File: src/core/lrr_pkg.sv
// Shared constants for the link rate and error register group and its controller.
// Assumes a 20 MHz system clock on both ends.
package lrr_pkg;
  // Clocking
  localparam int CLK_MHZ         = 20;
  localparam int CLK_PERIOD_NS   = 50;
  localparam int HOLD_NS         = 2000;
  localparam int HOLD_CYC        = (HOLD_NS + CLK_PERIOD_NS - 1) / CLK_PERIOD_NS;
  localparam int CTL_TO_SHORT_US = 1000;
  localparam int CTL_TO_LONG_US  = 1000000;
  localparam int INIT_EDGES      = 16;
  localparam int LCLK_HALF       = 4;

  // Config space offsets and fields of the device
  localparam logic [7:0] OFS_RATE0   = 8'h09;
  localparam logic [7:0] OFS_CAP0_LO = 8'h0A;
  localparam logic [7:0] OFS_CAP0_HI = 8'h0B;
  localparam int         RATE_LSB    = 0;
  localparam int         ERR_PROTO   = 4;
  localparam int         ERR_OVF     = 5;
  localparam int         ERR_EOC     = 6;
  localparam int         CTL_TO_SEL  = 7;

  // Capability and defaults
  localparam logic [15:0] CAP_MASK        = 16'h007F;
  localparam logic        VENDOR_RATES    = 1'b0;
  localparam logic [4:0]  CODE_AC_DEFAULT = 5'h07;
  localparam logic [4:0]  THIRD_GENERATION_PROTOCOL_MIN_CODE   = 5'h07;
  localparam logic [15:0] RETRAIN_US_DEF  = 16'h00C8;

  // Controller AXI4-Lite register offsets
  localparam logic [3:0] CTL_CMD   = 4'h0;
  localparam logic [3:0] CTL_STAT  = 4'h4;
  localparam logic [3:0] CTL_LINK  = 4'h8;
  localparam logic [3:0] CTL_TRAIN = 4'hC;
  localparam int CMD_WR  = 16;
  localparam int LNK_RST = 0;
  localparam int LNK_STP = 1;
  localparam int LNK_HWM = 2;
  localparam int LNK_CTL = 3;
  localparam int LNK_RATE = 4;

  typedef enum logic [3:0] {
    LRR_DOWN  = 4'h1,
    LRR_HOLD  = 4'h2,
    LRR_TRAIN = 4'h4,
    LRR_UP    = 4'h8
  } lrr_state_t;

  // Transmitter clock in MHz for a 5-bit code; zero for reserved or vendor codes
  function automatic logic [11:0] rate_mhz(input logic [4:0] code);
    case (code)
      5'h00: rate_mhz = 12'h0C8;
      5'h01: rate_mhz = 12'h12C;
      5'h02: rate_mhz = 12'h190;
      5'h03: rate_mhz = 12'h1F4;
      5'h04: rate_mhz = 12'h258;
      5'h05: rate_mhz = 12'h320;
      5'h06: rate_mhz = 12'h3E8;
      5'h07: rate_mhz = 12'h4B0;
      5'h08: rate_mhz = 12'h578;
      5'h09: rate_mhz = 12'h640;
      5'h0A: rate_mhz = 12'h708;
      5'h0B: rate_mhz = 12'h7D0;
      5'h0C: rate_mhz = 12'h898;
      5'h0D: rate_mhz = 12'h960;
      5'h0E: rate_mhz = 12'hA28;
      5'h11: rate_mhz = 12'hAF0;
      5'h12: rate_mhz = 12'hBB8;
      5'h13: rate_mhz = 12'hC80;
      default: rate_mhz = 12'h000;
    endcase
  endfunction
endpackage

File: src/core/lrr_if.sv
// Link between the rate/error register device and its controller.
// Assumes the testbench joins both ends; no tristate wires.
`timescale 1ns/1ps
`default_nettype none
interface lrr_if;
  // Link pins
  logic       link_clk;
  logic       link_reset_n;
  logic       link_stop_pin_n;
  logic       link_control_line;
  logic [4:0] peer_rate;
  // Config space byte access
  logic       cfg_valid;
  logic       cfg_ready;
  logic       cfg_write;
  logic [7:0] cfg_addr;
  logic [7:0] cfg_wdata;
  logic       cfg_done;
  logic [7:0] cfg_rdata;

  modport dev (input link_clk, link_reset_n, link_stop_pin_n, link_control_line, peer_rate,
               cfg_valid, cfg_write, cfg_addr, cfg_wdata,
               output cfg_ready, cfg_done, cfg_rdata);
  modport ctl (output link_clk, link_reset_n, link_stop_pin_n, link_control_line, peer_rate,
               cfg_valid, cfg_write, cfg_addr, cfg_wdata,
               input cfg_ready, cfg_done, cfg_rdata);
endinterface
`default_nettype wire

File: src/core/lrr_dev.sv
// Device end: rate select, error log and rate capability registers for one link.
// Assumes link pins come from another clock domain and error events are same-clock pulses.
`timescale 1ns/1ps
`default_nettype none
module lrr_dev #(
  parameter int CTL_TO_SHORT_CYC = lrr_pkg::CTL_TO_SHORT_US * lrr_pkg::CLK_MHZ,
  parameter int CTL_TO_LONG_CYC  = lrr_pkg::CTL_TO_LONG_US * lrr_pkg::CLK_MHZ
) (
  // Clock and cold reset
  input  wire logic        clock,
  input  wire logic        resetn,
  // Link side
  lrr_if.dev               lnk,
  // Straps and mode
  input  wire logic        ac_coupled,
  input  wire logic        clocking_sync,
  input  wire logic        rate_code_extension_bit,
  // Error events from the link logic
  input  wire logic        proto_err_evt,
  input  wire logic        overflow_evt,
  input  wire logic        eoc_evt,
  // Status
  output logic             link_up,
  output logic             rate_mismatch,
  output logic [4:0]       tx_rate_code,
  output logic [11:0]      tx_rate_mhz,
  output logic             tx_rate_exact
);
  // Synchronisers: first stage is read only by the second
  logic [4:0] s1_q, s2_q;
  logic [4:0] pr1_q, pr2_q;
  logic       lclk_last_q;
  // Idle pin levels: clock low, control high, stop and reset deasserted; avoids a false warm reset
  localparam logic [4:0] SYNC_IDLE = 5'h0E;

  always_ff @(posedge clock or negedge resetn) begin
    if (!resetn) begin
      s1_q        <= SYNC_IDLE;
      s2_q        <= SYNC_IDLE;
      pr1_q       <= 5'h00;
      pr2_q       <= 5'h00;
      lclk_last_q <= 1'b0;
    end else begin
      s1_q        <= {lnk.link_clk, lnk.link_control_line, lnk.link_stop_pin_n, lnk.link_reset_n, 1'b0};
      s2_q        <= s1_q;
      pr1_q       <= lnk.peer_rate;
      pr2_q       <= pr1_q;
      lclk_last_q <= s2_q[4];
    end
  end

  logic rst_n_s, stop_n_s, ctl_s, lclk_rise;
  assign rst_n_s   = s2_q[1];
  assign stop_n_s  = s2_q[2];
  assign ctl_s     = s2_q[3];
  assign lclk_rise = s2_q[4] && !lclk_last_q;

  // Register and link state
  logic [3:0]          rate_q, rate_d;
  logic [2:0]          err_q, err_d;
  logic                to_sel_q, to_sel_d;
  logic [4:0]          appl_q, appl_d;
  logic                strap_q, strap_d;
  lrr_pkg::lrr_state_t st_q, st_d;
  logic [24:0]         cnt_q, cnt_d;
  logic                mism_q, mism_d;
  logic                ack_q, ack_d;
  logic [7:0]          rdata_q, rdata_d;
  logic [15:0]         cap;
  logic [2:0]          set_evt, clr_evt;
  logic                to_hit;

  // Capability mask with the mandatory and vendor bits forced
  assign cap = {lrr_pkg::VENDOR_RATES, lrr_pkg::CAP_MASK[14:1], 1'b1};

  // Control-low timeout reached while the link is up
  assign to_hit = (st_q == lrr_pkg::LRR_UP) && !ctl_s &&
                  (cnt_q >= (to_sel_q ? 25'(CTL_TO_LONG_CYC) : 25'(CTL_TO_SHORT_CYC)));

  always_comb begin
    rate_d   = rate_q;
    err_d    = err_q;
    to_sel_d = to_sel_q;
    appl_d   = appl_q;
    strap_d  = 1'b1;
    st_d     = st_q;
    cnt_d    = cnt_q;
    mism_d   = mism_q;
    ack_d    = 1'b0;
    rdata_d  = rdata_q;
    clr_evt  = 3'b000;
    // AC-coupled strap caught on the first clock after cold reset
    if (!strap_q) begin
      appl_d = ac_coupled ? lrr_pkg::CODE_AC_DEFAULT : 5'h00;
    end
    // Config byte access; only the first link copy is built
    if (lnk.cfg_valid) begin
      ack_d = 1'b1;
      if (lnk.cfg_addr == lrr_pkg::OFS_RATE0) begin
        if (lnk.cfg_write) begin
          rate_d   = lnk.cfg_wdata[lrr_pkg::RATE_LSB +: 4];
          to_sel_d = lnk.cfg_wdata[lrr_pkg::CTL_TO_SEL];
          clr_evt  = lnk.cfg_wdata[lrr_pkg::ERR_EOC:lrr_pkg::ERR_PROTO];
        end else begin
          rdata_d = {to_sel_q, err_q, rate_q};
        end
      end else if (lnk.cfg_addr == lrr_pkg::OFS_CAP0_LO) begin
        rdata_d = lnk.cfg_write ? rdata_q : cap[7:0];
      end else if (lnk.cfg_addr == lrr_pkg::OFS_CAP0_HI) begin
        rdata_d = lnk.cfg_write ? rdata_q : cap[15:8];
      end else begin
        rdata_d = lnk.cfg_write ? rdata_q : 8'h00;
      end
    end
    // Log bits: a set in the same cycle as a clear wins
    set_evt = {eoc_evt, overflow_evt, proto_err_evt || to_hit};
    err_d   = (err_q & ~clr_evt) | set_evt;
    // Warm reset clears the timeout select
    if (!rst_n_s) begin
      to_sel_d = 1'b0;
    end
    // Link bring-up sequence
    case (st_q)
      lrr_pkg::LRR_UP,
      lrr_pkg::LRR_TRAIN: begin
        if (!rst_n_s || !stop_n_s) begin
          st_d  = lrr_pkg::LRR_HOLD;
          cnt_d = 25'h0000000;
        end else if (st_q == lrr_pkg::LRR_TRAIN) begin
          mism_d = (pr2_q != appl_q);
          if (pr2_q != appl_q) begin
            cnt_d = 25'h0000000;
          end else if (lclk_rise && ctl_s) begin
            cnt_d = cnt_q + 25'h0000001;
            if (cnt_q == 25'(lrr_pkg::INIT_EDGES - 1)) begin
              st_d  = lrr_pkg::LRR_UP;
              cnt_d = 25'h0000000;
            end
          end
        end else begin
          cnt_d = ctl_s ? 25'h0000000 : cnt_q + 25'h0000001;
          if (to_hit) begin
            cnt_d = 25'h0000000;
          end
        end
      end
      lrr_pkg::LRR_HOLD: begin
        // Old rate kept for a while so a late-seeing peer still receives cleanly
        cnt_d = cnt_q + 25'h0000001;
        if (cnt_q == 25'(lrr_pkg::HOLD_CYC - 1)) begin
          appl_d = {rate_code_extension_bit, rate_q};
          st_d   = lrr_pkg::LRR_DOWN;
          cnt_d  = 25'h0000000;
        end
      end
      lrr_pkg::LRR_DOWN: begin
        if (rst_n_s && stop_n_s) begin
          st_d = lrr_pkg::LRR_TRAIN;
        end
      end
      default: begin
        st_d = lrr_pkg::LRR_DOWN;
      end
    endcase
  end

  // Registers; cold reset only, warm effects handled above
  always_ff @(posedge clock or negedge resetn) begin
    if (!resetn) begin
      rate_q   <= 4'h0;
      err_q    <= 3'b000;
      to_sel_q <= 1'b0;
      appl_q   <= 5'h00;
      strap_q  <= 1'b0;
      st_q     <= lrr_pkg::LRR_DOWN;
      cnt_q    <= 25'h0000000;
      mism_q   <= 1'b0;
      ack_q    <= 1'b0;
      rdata_q  <= 8'h00;
    end else begin
      rate_q   <= rate_d;
      err_q    <= err_d;
      to_sel_q <= to_sel_d;
      appl_q   <= appl_d;
      strap_q  <= strap_d;
      st_q     <= st_d;
      cnt_q    <= cnt_d;
      mism_q   <= mism_d;
      ack_q    <= ack_d;
      rdata_q  <= rdata_d;
    end
  end

  // Outputs
  assign lnk.cfg_ready = 1'b1;
  assign lnk.cfg_done  = ack_q;
  assign lnk.cfg_rdata = rdata_q;
  assign link_up       = (st_q == lrr_pkg::LRR_UP);
  assign rate_mismatch = mism_q;
  assign tx_rate_code  = appl_q;
  assign tx_rate_mhz   = lrr_pkg::rate_mhz(appl_q);
  assign tx_rate_exact = clocking_sync;
endmodule // lrr_dev
`default_nettype wire

File: src/flat_wrapper.sv
// flat-port wrapper written by rule: the top's interface ports become plain ports
module lrr_dev_flat 
#(
  parameter int CTL_TO_SHORT_CYC = lrr_pkg::CTL_TO_SHORT_US * lrr_pkg::CLK_MHZ,
  parameter int CTL_TO_LONG_CYC  = lrr_pkg::CTL_TO_LONG_US * lrr_pkg::CLK_MHZ
)
  (clock, resetn, ac_coupled, clocking_sync, rate_code_extension_bit, proto_err_evt, overflow_evt, eoc_evt, link_up, rate_mismatch, tx_rate_code, tx_rate_mhz, tx_rate_exact, lnk_link_clk, lnk_link_reset_n, lnk_link_stop_pin_n, lnk_link_control_line, lnk_peer_rate, lnk_cfg_valid, lnk_cfg_write, lnk_cfg_addr, lnk_cfg_wdata, lnk_cfg_ready, lnk_cfg_done, lnk_cfg_rdata);
  lrr_if lnk_i ();
  input  wire logic clock;
  input  wire logic resetn;
  input  wire logic ac_coupled;
  input  wire logic clocking_sync;
  input  wire logic rate_code_extension_bit;
  input  wire logic proto_err_evt;
  input  wire logic overflow_evt;
  input  wire logic eoc_evt;
  output logic link_up;
  output logic rate_mismatch;
  output logic [4:0] tx_rate_code;
  output logic [11:0] tx_rate_mhz;
  output logic tx_rate_exact;
  input wire logic [$bits(lnk_i.link_clk)-1:0] lnk_link_clk;
  input wire logic [$bits(lnk_i.link_reset_n)-1:0] lnk_link_reset_n;
  input wire logic [$bits(lnk_i.link_stop_pin_n)-1:0] lnk_link_stop_pin_n;
  input wire logic [$bits(lnk_i.link_control_line)-1:0] lnk_link_control_line;
  input wire logic [$bits(lnk_i.peer_rate)-1:0] lnk_peer_rate;
  input wire logic [$bits(lnk_i.cfg_valid)-1:0] lnk_cfg_valid;
  input wire logic [$bits(lnk_i.cfg_write)-1:0] lnk_cfg_write;
  input wire logic [$bits(lnk_i.cfg_addr)-1:0] lnk_cfg_addr;
  input wire logic [$bits(lnk_i.cfg_wdata)-1:0] lnk_cfg_wdata;
  output wire logic [$bits(lnk_i.cfg_ready)-1:0] lnk_cfg_ready;
  output wire logic [$bits(lnk_i.cfg_done)-1:0] lnk_cfg_done;
  output wire logic [$bits(lnk_i.cfg_rdata)-1:0] lnk_cfg_rdata;
  assign lnk_i.link_clk = lnk_link_clk;
  assign lnk_i.link_reset_n = lnk_link_reset_n;
  assign lnk_i.link_stop_pin_n = lnk_link_stop_pin_n;
  assign lnk_i.link_control_line = lnk_link_control_line;
  assign lnk_i.peer_rate = lnk_peer_rate;
  assign lnk_i.cfg_valid = lnk_cfg_valid;
  assign lnk_i.cfg_write = lnk_cfg_write;
  assign lnk_i.cfg_addr = lnk_cfg_addr;
  assign lnk_i.cfg_wdata = lnk_cfg_wdata;
  assign lnk_cfg_ready = lnk_i.cfg_ready;
  assign lnk_cfg_done = lnk_i.cfg_done;
  assign lnk_cfg_rdata = lnk_i.cfg_rdata;
  lrr_dev #(.CTL_TO_SHORT_CYC(CTL_TO_SHORT_CYC), .CTL_TO_LONG_CYC(CTL_TO_LONG_CYC)) u_core (.clock(clock), .resetn(resetn), .lnk(lnk_i), .ac_coupled(ac_coupled), .clocking_sync(clocking_sync), .rate_code_extension_bit(rate_code_extension_bit), .proto_err_evt(proto_err_evt), .overflow_evt(overflow_evt), .eoc_evt(eoc_evt), .link_up(link_up), .rate_mismatch(rate_mismatch), .tx_rate_code(tx_rate_code), .tx_rate_mhz(tx_rate_mhz), .tx_rate_exact(tx_rate_exact));
endmodule
File: config.mk
export PLATFORM = sky130hd
export DESIGN_NAME = lrr_dev_flat
export DESIGN_NICKNAME = d
export VERILOG_FILES = /design/src/core/lrr_pkg.sv /design/src/core/lrr_if.sv /design/src/core/lrr_dev.sv /design/src/flat_wrapper.sv
export SDC_FILE = /design/constraint.sdc
export NUM_CORES = 1
export LEC_CHECK = 0
export BUFFER_PORTS_ARGS = -buffer_cell sky130_fd_sc_hd__buf_2
export CAP_MARGIN = 20
export CORE_MARGIN = 2
export CORE_UTILIZATION = 52
export DETAILED_ROUTE_END_ITERATION = 6
export PLACE_DENSITY_LB_ADDON = 0.05
export RECOVER_POWER = 25
export SKIP_CTS_REPAIR_TIMING = 1
export SYNTH_ARGS = -nofsm -noshare
export SYNTH_HDL_FRONTEND = slang
export SYNTH_SLANG_ARGS = --single-unit
File: constraint.sdc
create_clock -name clock -period 2.33 [get_ports clock]
set_input_delay 0.466 -clock clock [delete_from_list [all_inputs] [get_ports clock]]
set_output_delay 0.466 -clock clock [all_outputs]
set_load 0.02 [all_outputs]
# After elaboration in Yosys (flattened, before gate mapping)
# Memories as Yosys holds them, arrays and structs flattened.
# Cells that the tools add are included.
# word_totals
register_bits,72
rom_bits,320
out_inout_bits,30
wordCells,96
mem_count,1
# memory_table
memory,words,word_bits,rd,rd_ports_with_merged_regs,wr,line_no,rtl
(no name shown),32,10,1,0,0,lrr_pkg.sv:52,case (code)
# classes
addsub,1
order_cmp,1
n_eq_ne,19
n_mux,35
bitwise,5
n_reduce_logical,19
# op_table
op,count
$mux 25,9
$pmux 25 s2,1
$mux 8,5
$mux 4,7
$add 25x1->25 const B,1
$eq 25x4->1 const B,1
$eq 25x6->1 const B,1
$ge 25x25->1,1
$eq 8x4->1 const B,2
$mux 5,3
$mux 3,4
$pmux 4 s3,1
$ne 3x1->1 const B,3
$reduce_and 3->1,3
$ne 2x2->1 const B,3
$reduce_and 6->1,1
$logic_and 1x1->1,5
$mux 1,5
$ne 5x4->1 const B,1
$ne 5x5->1,1
$eq 4x1->1 const B,1
$eq 4x2->1 const B,1
$eq 4x3->1 const B,1
$eq 4x4->1 const B,1
11 further kinds,18

# Depth between registers and ports, before layout
# Gate-level depths: netlist (run 1).
# depth
word_depth,8
ltp_mapped,10
depth_no_buf,8

# Worst setup path before layout (run 1)
# Ideal clock, no wire load.
# synth_timing
path_type,reg2out
from,register u_core.appl_q[0] (netlist: u_core.tx_rate_code[0])
to,output tx_rate_mhz[3]
arrival_ps,2050
required_time_ps,1864
setup_slack_ps,-186
stages_incl_launch_ff,8
cell_sequence,dfrtp_1 inv_1 ha_1 clkbuf_1 nor3_1 a211oi_1 a21oi_1 o31ai_1
# synth_between
elab_chain_len,1
# synth_lines
element,line_no,rtl
"start, declared",lrr_dev.sv:62,"logic [4:0] appl_q, appl_d;"
"start signal, assigned",lrr_dev.sv:184,appl_q <= appl_d;
$mem_v2 32x10,n/a,
"end, declared",flat_wrapper.sv:20,output logic [11:0] tx_rate_mhz;
# Every way passes these cells.

# Worst setup path in the final report (run 1)
# layout_timing
from,register u_core.to_sel_q
to,register u_core.cnt_q[10]
# layout_between
elab_chain_len,7
# layout_lines
element,line_no,rtl
"start, declared",lrr_dev.sv:61,"logic to_sel_q, to_sel_d;"
"start signal, assigned",lrr_dev.sv:183,to_sel_q <= to_sel_d;
$mux 25,lrr_dev.sv:78,(cnt_q >= (to_sel_q ? 25'(CTL_TO_LONG_CYC) : 25'(CTL_TO_SHORT_CYC)));
$ge 25x25->1,lrr_dev.sv:78,
$logic_and 1x1->1,lrr_dev.sv:77,assign to_hit = (st_q == lrr_pkg::LRR_UP) && !ctl_s &&
$mux 25,lrr_dev.sv:142,if (to_hit) begin
$mux 25,lrr_dev.sv:129,end else if (st_q == lrr_pkg::LRR_TRAIN) begin
$mux 25,lrr_dev.sv:126,if (!rst_n_s || !stop_n_s) begin
$pmux 25 s2,lrr_dev.sv:123,case (st_q)
"end signal, assigned",lrr_dev.sv:187,cnt_q <= cnt_d;
"end, declared",lrr_dev.sv:65,"logic [24:0] cnt_q, cnt_d;"
# Every way passes these cells.
# A chain may end at the register's enable or synchronous reset.

==> results.sh, run 1 <==
export IMPL_cp_depth=11
export IMPL_grt_overflow_total=0
export IMPL_post_drt_wl_per_cell_um=17.1
export IMPL_path_clk_slew_ns=0.08
export IMPL_startpoint_type="flop"
export IMPL_grt_pass1_vias=3558
export IMPL_finalHoldViolCount=0
export IMPL_wl_met2_mm=5.52
export IMPL_syn_area_um2=4170
export IMPL_internal_power_w=0.00259
export IMPL_ys_top_cells_by_area="dfrtp_1, ha_1, dfstp_2"
export IMPL_synth_largest_area_cell="dfrtp_1"
export IMPL_io_pins=65
export IMPL_tightest_slew_ns=1.72
export IMPL_whs_endpoint="u_core.s1_q[1]"
export IMPL_min_from="lnk_link_reset_n"
export IMPL_synth_warnings=0
export IMPL_critPathCaptureType="flop"
export IMPL_max_freq_ghz=0.394
export IMPL_switchingPower_w=0.00144
export IMPL_synth_edf_count=0
export IMPL_p_sw_frac=0.358
export IMPL_stdcell_count=671
export IMPL_synth_top_area_share=0.391
export IMPL_die_h_um=93.5
export IMPL_area_growth_pct=34.2
export IMPL_fin_crit_ns=2.54
export IMPL_r2r_start="u_core.to_sel_q"
export IMPL_drt_first_pass_iters=4
export IMPL_num_vias=3859
export IMPL_cts_root_buf="clkbuf_8"
export IMPL_dieArea_um2=8740
export IMPL_reg2regPathDepth=11
export IMPL_cts_tree="done"
export IMPL_place_inst=647
export IMPL_crit_buf_inv=4
export IMPL_post_place_ws_ns=-0.286
export IMPL_setup_viol=25
export IMPL_row_count=32
export IMPL_status="complete, but fails checks"
export IMPL_synth_async_reset_ratio=1.00
export IMPL_power_per_cell_area_nw_per_um2=722
export IMPL_n_antenna_cell=0
export IMPL_maxSlewHeadroom=-0.148
export IMPL_cp_common_cell="buf_6"
export IMPL_nNetsFinal=616
export IMPL_yosys_register_bits=72
export IMPL_post_route_period_util=1.09
export IMPL_violations="capacitance limit, slew limit, setup timing"
export IMPL_dr_wl_met3_um=798
export IMPL_rrSetupSlack_ns=-0.21
export IMPL_crit_arrival_ns=2.79
export IMPL_coreArea_um2=7730
export IMPL_finalMaxSlewViolations=73
export IMPL_antenna_found_initial=0
export IMPL_grt_first_pass_wirelength_mm=17.3
export IMPL_maxCapViolCount=1
export IMPL_cp_max_fo=5
export IMPL_path_cells="inv_4, buf_6, ha_4, nor4b_4, and3_1, o311a_1, nor3b_4, nor3_4, buf_6, buf_12, nor4_4"
export IMPL_place_area_um2=4960
export IMPL_final_setup_tns_ns=-2.57
export IMPL_portBuffers=59
export IMPL_setup_slack_ns=-0.205
export IMPL_ir_drop_mv=0.564
export IMPL_crit_slowest_cell="dfrtp_2"
export IMPL_hpwl_mm=7.74
export IMPL_grt_util_all_layers=0.254
export IMPL_power_w=0.00403
export IMPL_critical_path_top_delay_family="simple AND/OR/NAND/NOR gates"
export IMPL_die_x_um=93.5
export IMPL_initial_core_util=0.539
export IMPL_viasPerCell=5.75
export IMPL_r2r_end="u_core.cnt_q[10]"
export IMPL_min_path_type="in2reg"
export IMPL_grt_max_degree=73
export IMPL_sequentialPowerShare=0.361
export IMPL_leakagePower_nw=2.45
export IMPL_insertion_delay_ns=0.35
export IMPL_stdcell_area_um2=5590
export IMPL_skew_ns=0.0122
export IMPL_required_ns=2.59
export IMPL_place_gp_congestion=0.853
export IMPL_cts_num_sinks=72
export IMPL_ys_seq_area_frac=0.435
export IMPL_crit_type="reg2reg"
export IMPL_rsz0062_at_grt="true"
export IMPL_critPathLaunch="u_core.to_sel_q"
export IMPL_ys_types=67
export IMPL_drcViolationCount=0
export IMPL_drt_iter0_drc=185
export IMPL_detail_route_antenna_nets=0
export IMPL_syn_avg_cell_area_um2=9.24
export IMPL_routed_top_layer="met4"
export IMPL_wl_met1_mm=4.98
export IMPL_final_layout_size_suffix_gt1_frac=0.381
export IMPL_worstHoldPathCells=1
export IMPL_p_comb_frac=0.393
export IMPL_p_clk_frac=0.246
export IMPL_wl_mm=11.5
export IMPL_synth_ff_type="dfrtp_1"
export IMPL_cts_made_buffers=9
export IMPL_cts_buffer_depth=2
export IMPL_htree_num_levels=3
export IMPL_max_stage_delay_ns=0.45
export IMPL_syn_inst=451
==> power by group through the flow <==
stage               Sequential, W  Clock [W]  Combinational [W]
floorplan                 0.00147          0           0.000802
global placement          0.00147          0            0.00128
detailed placement        0.00147          0            0.00130
global route              0.00147    0.00108            0.00171
finish                    0.00146   0.000992            0.00159
CTS                       0.00145    0.00102            0.00131
==> layout by cell type (no fill, tap or decap), types with 4 or more instances in the layout <==
cell type and count:
a211oi_2 5, a21oi_1 23, and2_1 4, and3_1 5
buf_2 55, buf_4 60, buf_6 11, clkbuf_8 10
conb_1 4, dfrtp_1 64, dfstp_2 7, ha_1 8
ha_4 8, inv_1 11, mux2_2 4, mux2i_1 6
nand2_1 44, nand3_1 18, nand4_1 9, nor2_1 40
nor2_2 6, nor2b_1 4, nor3_1 6, nor4_1 6
nor4b_1 4, o2111ai_1 4, o211ai_1 13, o21ai_0 17
o21ai_1 6, o21ai_2 4, or3_1 5, xor2_1 12
==> state kept, by name (all words and copies together), names as in the netlist <==
| name | count |
|---|---|
| u_core.rate_q | 4 |
| u_core.lnk.cfg_done | 1 |
| u_core.st_q | 4 |
| u_core.lclk_last_q | 1 |
| u_core.err_q | 3 |
| u_core.pr1_q | 5 |
| u_core.pr2_q | 5 |
| u_core.to_sel_q | 1 |
| u_core.s2_q | 4 |
| u_core.s1_q | 4 |
| u_core.lnk.cfg_rdata | 8 |
| u_core.rate_mismatch | 1 |
| u_core.cnt_q | 25 |
| u_core.tx_rate_code | 5 |
| u_core.strap_q | 1 |
==> cells by family (layout without fill, tap and decap cells) <==
kind of cell	count (synthesis)	count (layout)	synth area share
AOI/OAI and AO/OA	108	108	0.175
and+or+nand+nor	182	182	0.233
adders and majority gates	17	17	0.0511
buffers and inverters	46	162	0.0502
muxes	10	10	0.0252
other	2	4	0.00180
DFF	72	72	0.435
xor gates and xnor gates	14	14	0.0294
==> worst max path at each step <==
stage          slack (ns)          endpoint
2_1_floorplan       -0.03    tx_rate_mhz[3]
3_3_place_gp        -0.16  u_core.cnt_q[14]
3_5_place_dp        -0.29  u_core.cnt_q[24]
4_1_cts             -0.29  u_core.cnt_q[14]
5_1_grt             -0.30  u_core.cnt_q[10]
6_report            -0.21  u_core.cnt_q[10]
==> synthesized netlist by cell type (3+ instances only) <==
| master | n |
|---|---|
| a211o_1 | 3 |
| a211oi_1 | 3 |
| a21o_1 | 3 |
| a21oi_1 | 25 |
| a31oi_1 | 3 |
| and2_1 | 4 |
| and3_1 | 5 |
| buf_2 | 8 |
| buf_4 | 5 |
| clkbuf_1 | 15 |
| dfrtp_1 | 65 |
| dfstp_2 | 7 |
| ha_1 | 17 |
| inv_1 | 15 |
| mux2_2 | 4 |
| mux2i_1 | 6 |
| nand2_1 | 45 |
| nand3_1 | 18 |
| nand4_1 | 9 |
| nor2_1 | 47 |
| nor2b_1 | 5 |
| nor3_1 | 9 |
| nor4_1 | 8 |
| nor4b_1 | 6 |
| o2111ai_1 | 4 |
| o211ai_1 | 13 |
| o21ai_0 | 21 |
| o21ai_1 | 6 |
| o221ai_1 | 3 |
| o22ai_1 | 4 |
| o31ai_1 | 4 |
| or2_2 | 3 |
| or3_1 | 5 |
| xor2_1 | 12 |
==> per-stage QoR <==
stage / hold slack [ns] / util
final: 0.221 / 0.723
after global routing: 0.182 / 0.723
after CTS: 0.146 / 0.668
after detailed placement: 0.336 / 0.642
after global placement: 0.333 / 0.642
after floorplan: 0.170 / -
==> metal layers <==
| metal | vias to the layer above | track usage |
|---|---|---|
| li1 | 1844 | - |
| met2 | 144 | 0.379 |
| met5 | - | 0 |
| met4 | 0 | 0.0821 |
| met1 | 1853 | 0.374 |
| met3 | 18 | 0.0467 |
==> cell type report <==
type / count / area (µm²)
multi-input combinational: 335 / 2450
inverter: 15 / 62.6
fill: 579 / 2140
timing repair buffer: 131 / 940
clock inverter: 5 / 57.6
clock buffer: 11 / 141
sequential: 72 / 1810
tap: 102 / 128
No activity file was read; power rests on OpenSTA's default activity.
==> inputs of run 2 (changes only) <==
Settings changed: CORE_ASPECT_RATIO set to 0.8.
==> run 2 against run 1 <==
Compared with the run above: the run ends with setup timing left; non-clock buffer count grew 2; design area fell by 0.45%; critical path depth shrank 1; utilization decreased by 1.3 points; hold slack worse by 0.033 ns; power shrank 1.9%; setup slack gained 0.028 ns.
==> results.sh, run 2 (synthesized netlist as in run 1, its figures left out) <==
export IMPL_status="complete, but fails checks"
export IMPL_violations="setup timing"
export IMPL_detail_route_antenna_nets=0
export IMPL_crit_type="reg2reg"
export IMPL_required_ns=2.56
export IMPL_grt_pass1_vias=3548
export IMPL_final_layout_size_suffix_gt1_frac=0.364
export IMPL_finalMaxSlewViolations=0
export IMPL_critPathCaptureType="flop"
export IMPL_portBuffers=59
export IMPL_critPathLaunch="u_core.to_sel_q"
export IMPL_cts_root_buf="clkbuf_8"
export IMPL_insertion_delay_ns=0.37
export IMPL_leakagePower_nw=2.45
export IMPL_die_x_um=104
export IMPL_nNetsFinal=618
export IMPL_dieArea_um2=8750
export IMPL_htree_num_levels=3
export IMPL_final_core_utilization=0.710
export IMPL_drt_iter0_drc=227
export IMPL_startpoint_type="flop"
export IMPL_maxSlewHeadroom=0.0349
export IMPL_largest_reg_flops=25
export IMPL_setup_viol=25
export IMPL_path_clk_slew_ns=0.08
export IMPL_r2r_end="u_core.cnt_q[4]"
export IMPL_grt_overflow_total=0
export IMPL_drcViolationCount=0
export IMPL_finalHoldViolCount=0
export IMPL_use_met2=0.365
export IMPL_crit_arrival_ns=2.74
export IMPL_place_gp_congestion=0.892
export IMPL_grt_first_pass_wirelength_mm=17.6
export IMPL_coreArea_um2=7840
export IMPL_power_per_cell_area_nw_per_um2=711
export IMPL_layout_commonest_cell="buf_4"
export IMPL_cts_tree="done"
export IMPL_cts_buffer_depth=2
export IMPL_io_pins=65
export IMPL_grt_busiest_layer="met1"
export IMPL_drt_first_pass_iters=4
export IMPL_layout_common_cells="buf_4, dfrtp_1, buf_2, nor2_1, nand2_1"
export IMPL_initial_core_util=0.531
export IMPL_cts_made_buffers=9
export IMPL_place_area_um2=4960
export IMPL_post_route_period_util=1.08
export IMPL_fin_crit_ns=2.51
export IMPL_regMostFlops="u_core.cnt_q"
export IMPL_stdcell_area_um2=5570
export IMPL_post_drt_wl_per_cell_um=16.2
export IMPL_hpwl_mm=7.81
export IMPL_endpoint="u_core.cnt_q[4]"
export IMPL_min_path_type="in2reg"
export IMPL_cp_max_fo=5
export IMPL_cts_num_sinks=72
export IMPL_setup_slack_ns=-0.178
export IMPL_area_growth_pct=33.6
export IMPL_wl_mm=11.0
export IMPL_n_antenna_cell=0
export IMPL_die_h_um=84.1
export IMPL_max_freq_ghz=0.399
export IMPL_ir_drop_mv=0.408
export IMPL_antenna_found_initial=0
export IMPL_viasPerCell=5.68
export IMPL_grtUsageMet3=0.0593
export IMPL_use_met1=0.384
export IMPL_grt_util_all_layers=0.256
export IMPL_reg2regPathDepth=10
export IMPL_rrSetupSlack_ns=-0.18
export IMPL_maxCapViolCount=0
export IMPL_num_vias=3857
export IMPL_grt_max_degree=27
export IMPL_power_w=0.00396
export IMPL_skew_ns=0.0145
export IMPL_rsz0062_at_grt="true"
export IMPL_r2r_start="u_core.to_sel_q"
export IMPL_row_count=29
export IMPL_tightest_slew_ns=1.45
-- run 2: worst min-delay path by stage --
stage,start,end,depth (start not counted)
6_report,lnk_link_reset_n,u_core.s1_q[1],1
5_1_grt,lnk_link_reset_n,u_core.s1_q[1],1
4_1_cts,resetn,u_core.cnt_q[0],1
3_5_place_dp,u_core.pr1_q[4],u_core.pr2_q[4],0
3_3_place_gp,u_core.pr1_q[1],u_core.pr2_q[1],0
2_1_floorplan,resetn,u_core.cnt_q[0],0
-- run 2: layout make-up --
type	instances	area [µm²]
timing repair buffer	133	960
clock buffer	10	138
clock inverter	6	72.6
sequential	72	1810
inverter	15	62.6
multi-input combinational	335	2380
fill	613	2270
tap	108	135
-- run 2: where the power goes --
part | total [W] | switching (W) | internal, W
logic | 0.00147 | 0.000849 | 0.000623
registers | 0.00143 | 0.0000742 | 0.00136
clock network | 0.00105 | 0.000516 | 0.000538
total | 0.00396 | 0.00144 | 0.00252
-- run 2: metal layers --
layer,vias up,wire [µm]
met4,0,225
met3,23,755
li1,1853,-
met1,1863,5220
met2,118,4820
met5,-,0
-- run 2: critical path, cell delays in order (launching register included) --
cell and delay [ns]:
dfrtp_1 0.38, inv_2 0.09, ha_4 0.27, or4bb_4 0.53, a211oi_2 0.21, o311a_1 0.26
nor3b_4 0.07, buf_6 0.14, buf_6 0.11, o211ai_1 0.18, o211ai_1 0.11
-- run 2: metrics by stage --
stage	hold WS, ns	cells	TNS (ns)	worst slack (ns)
2_1_floorplan	0.170	453	-0.0488	-0.0291
4_1_cts	0.108	666	-5.62	-0.329
6_report	0.187	679	-1.47	-0.178
3_5_place_dp	0.337	650	-3.01	-0.289
3_3_place_gp	0.333	650	-1.87	-0.224
5_1_grt	0.170	679	-4.97	-0.321
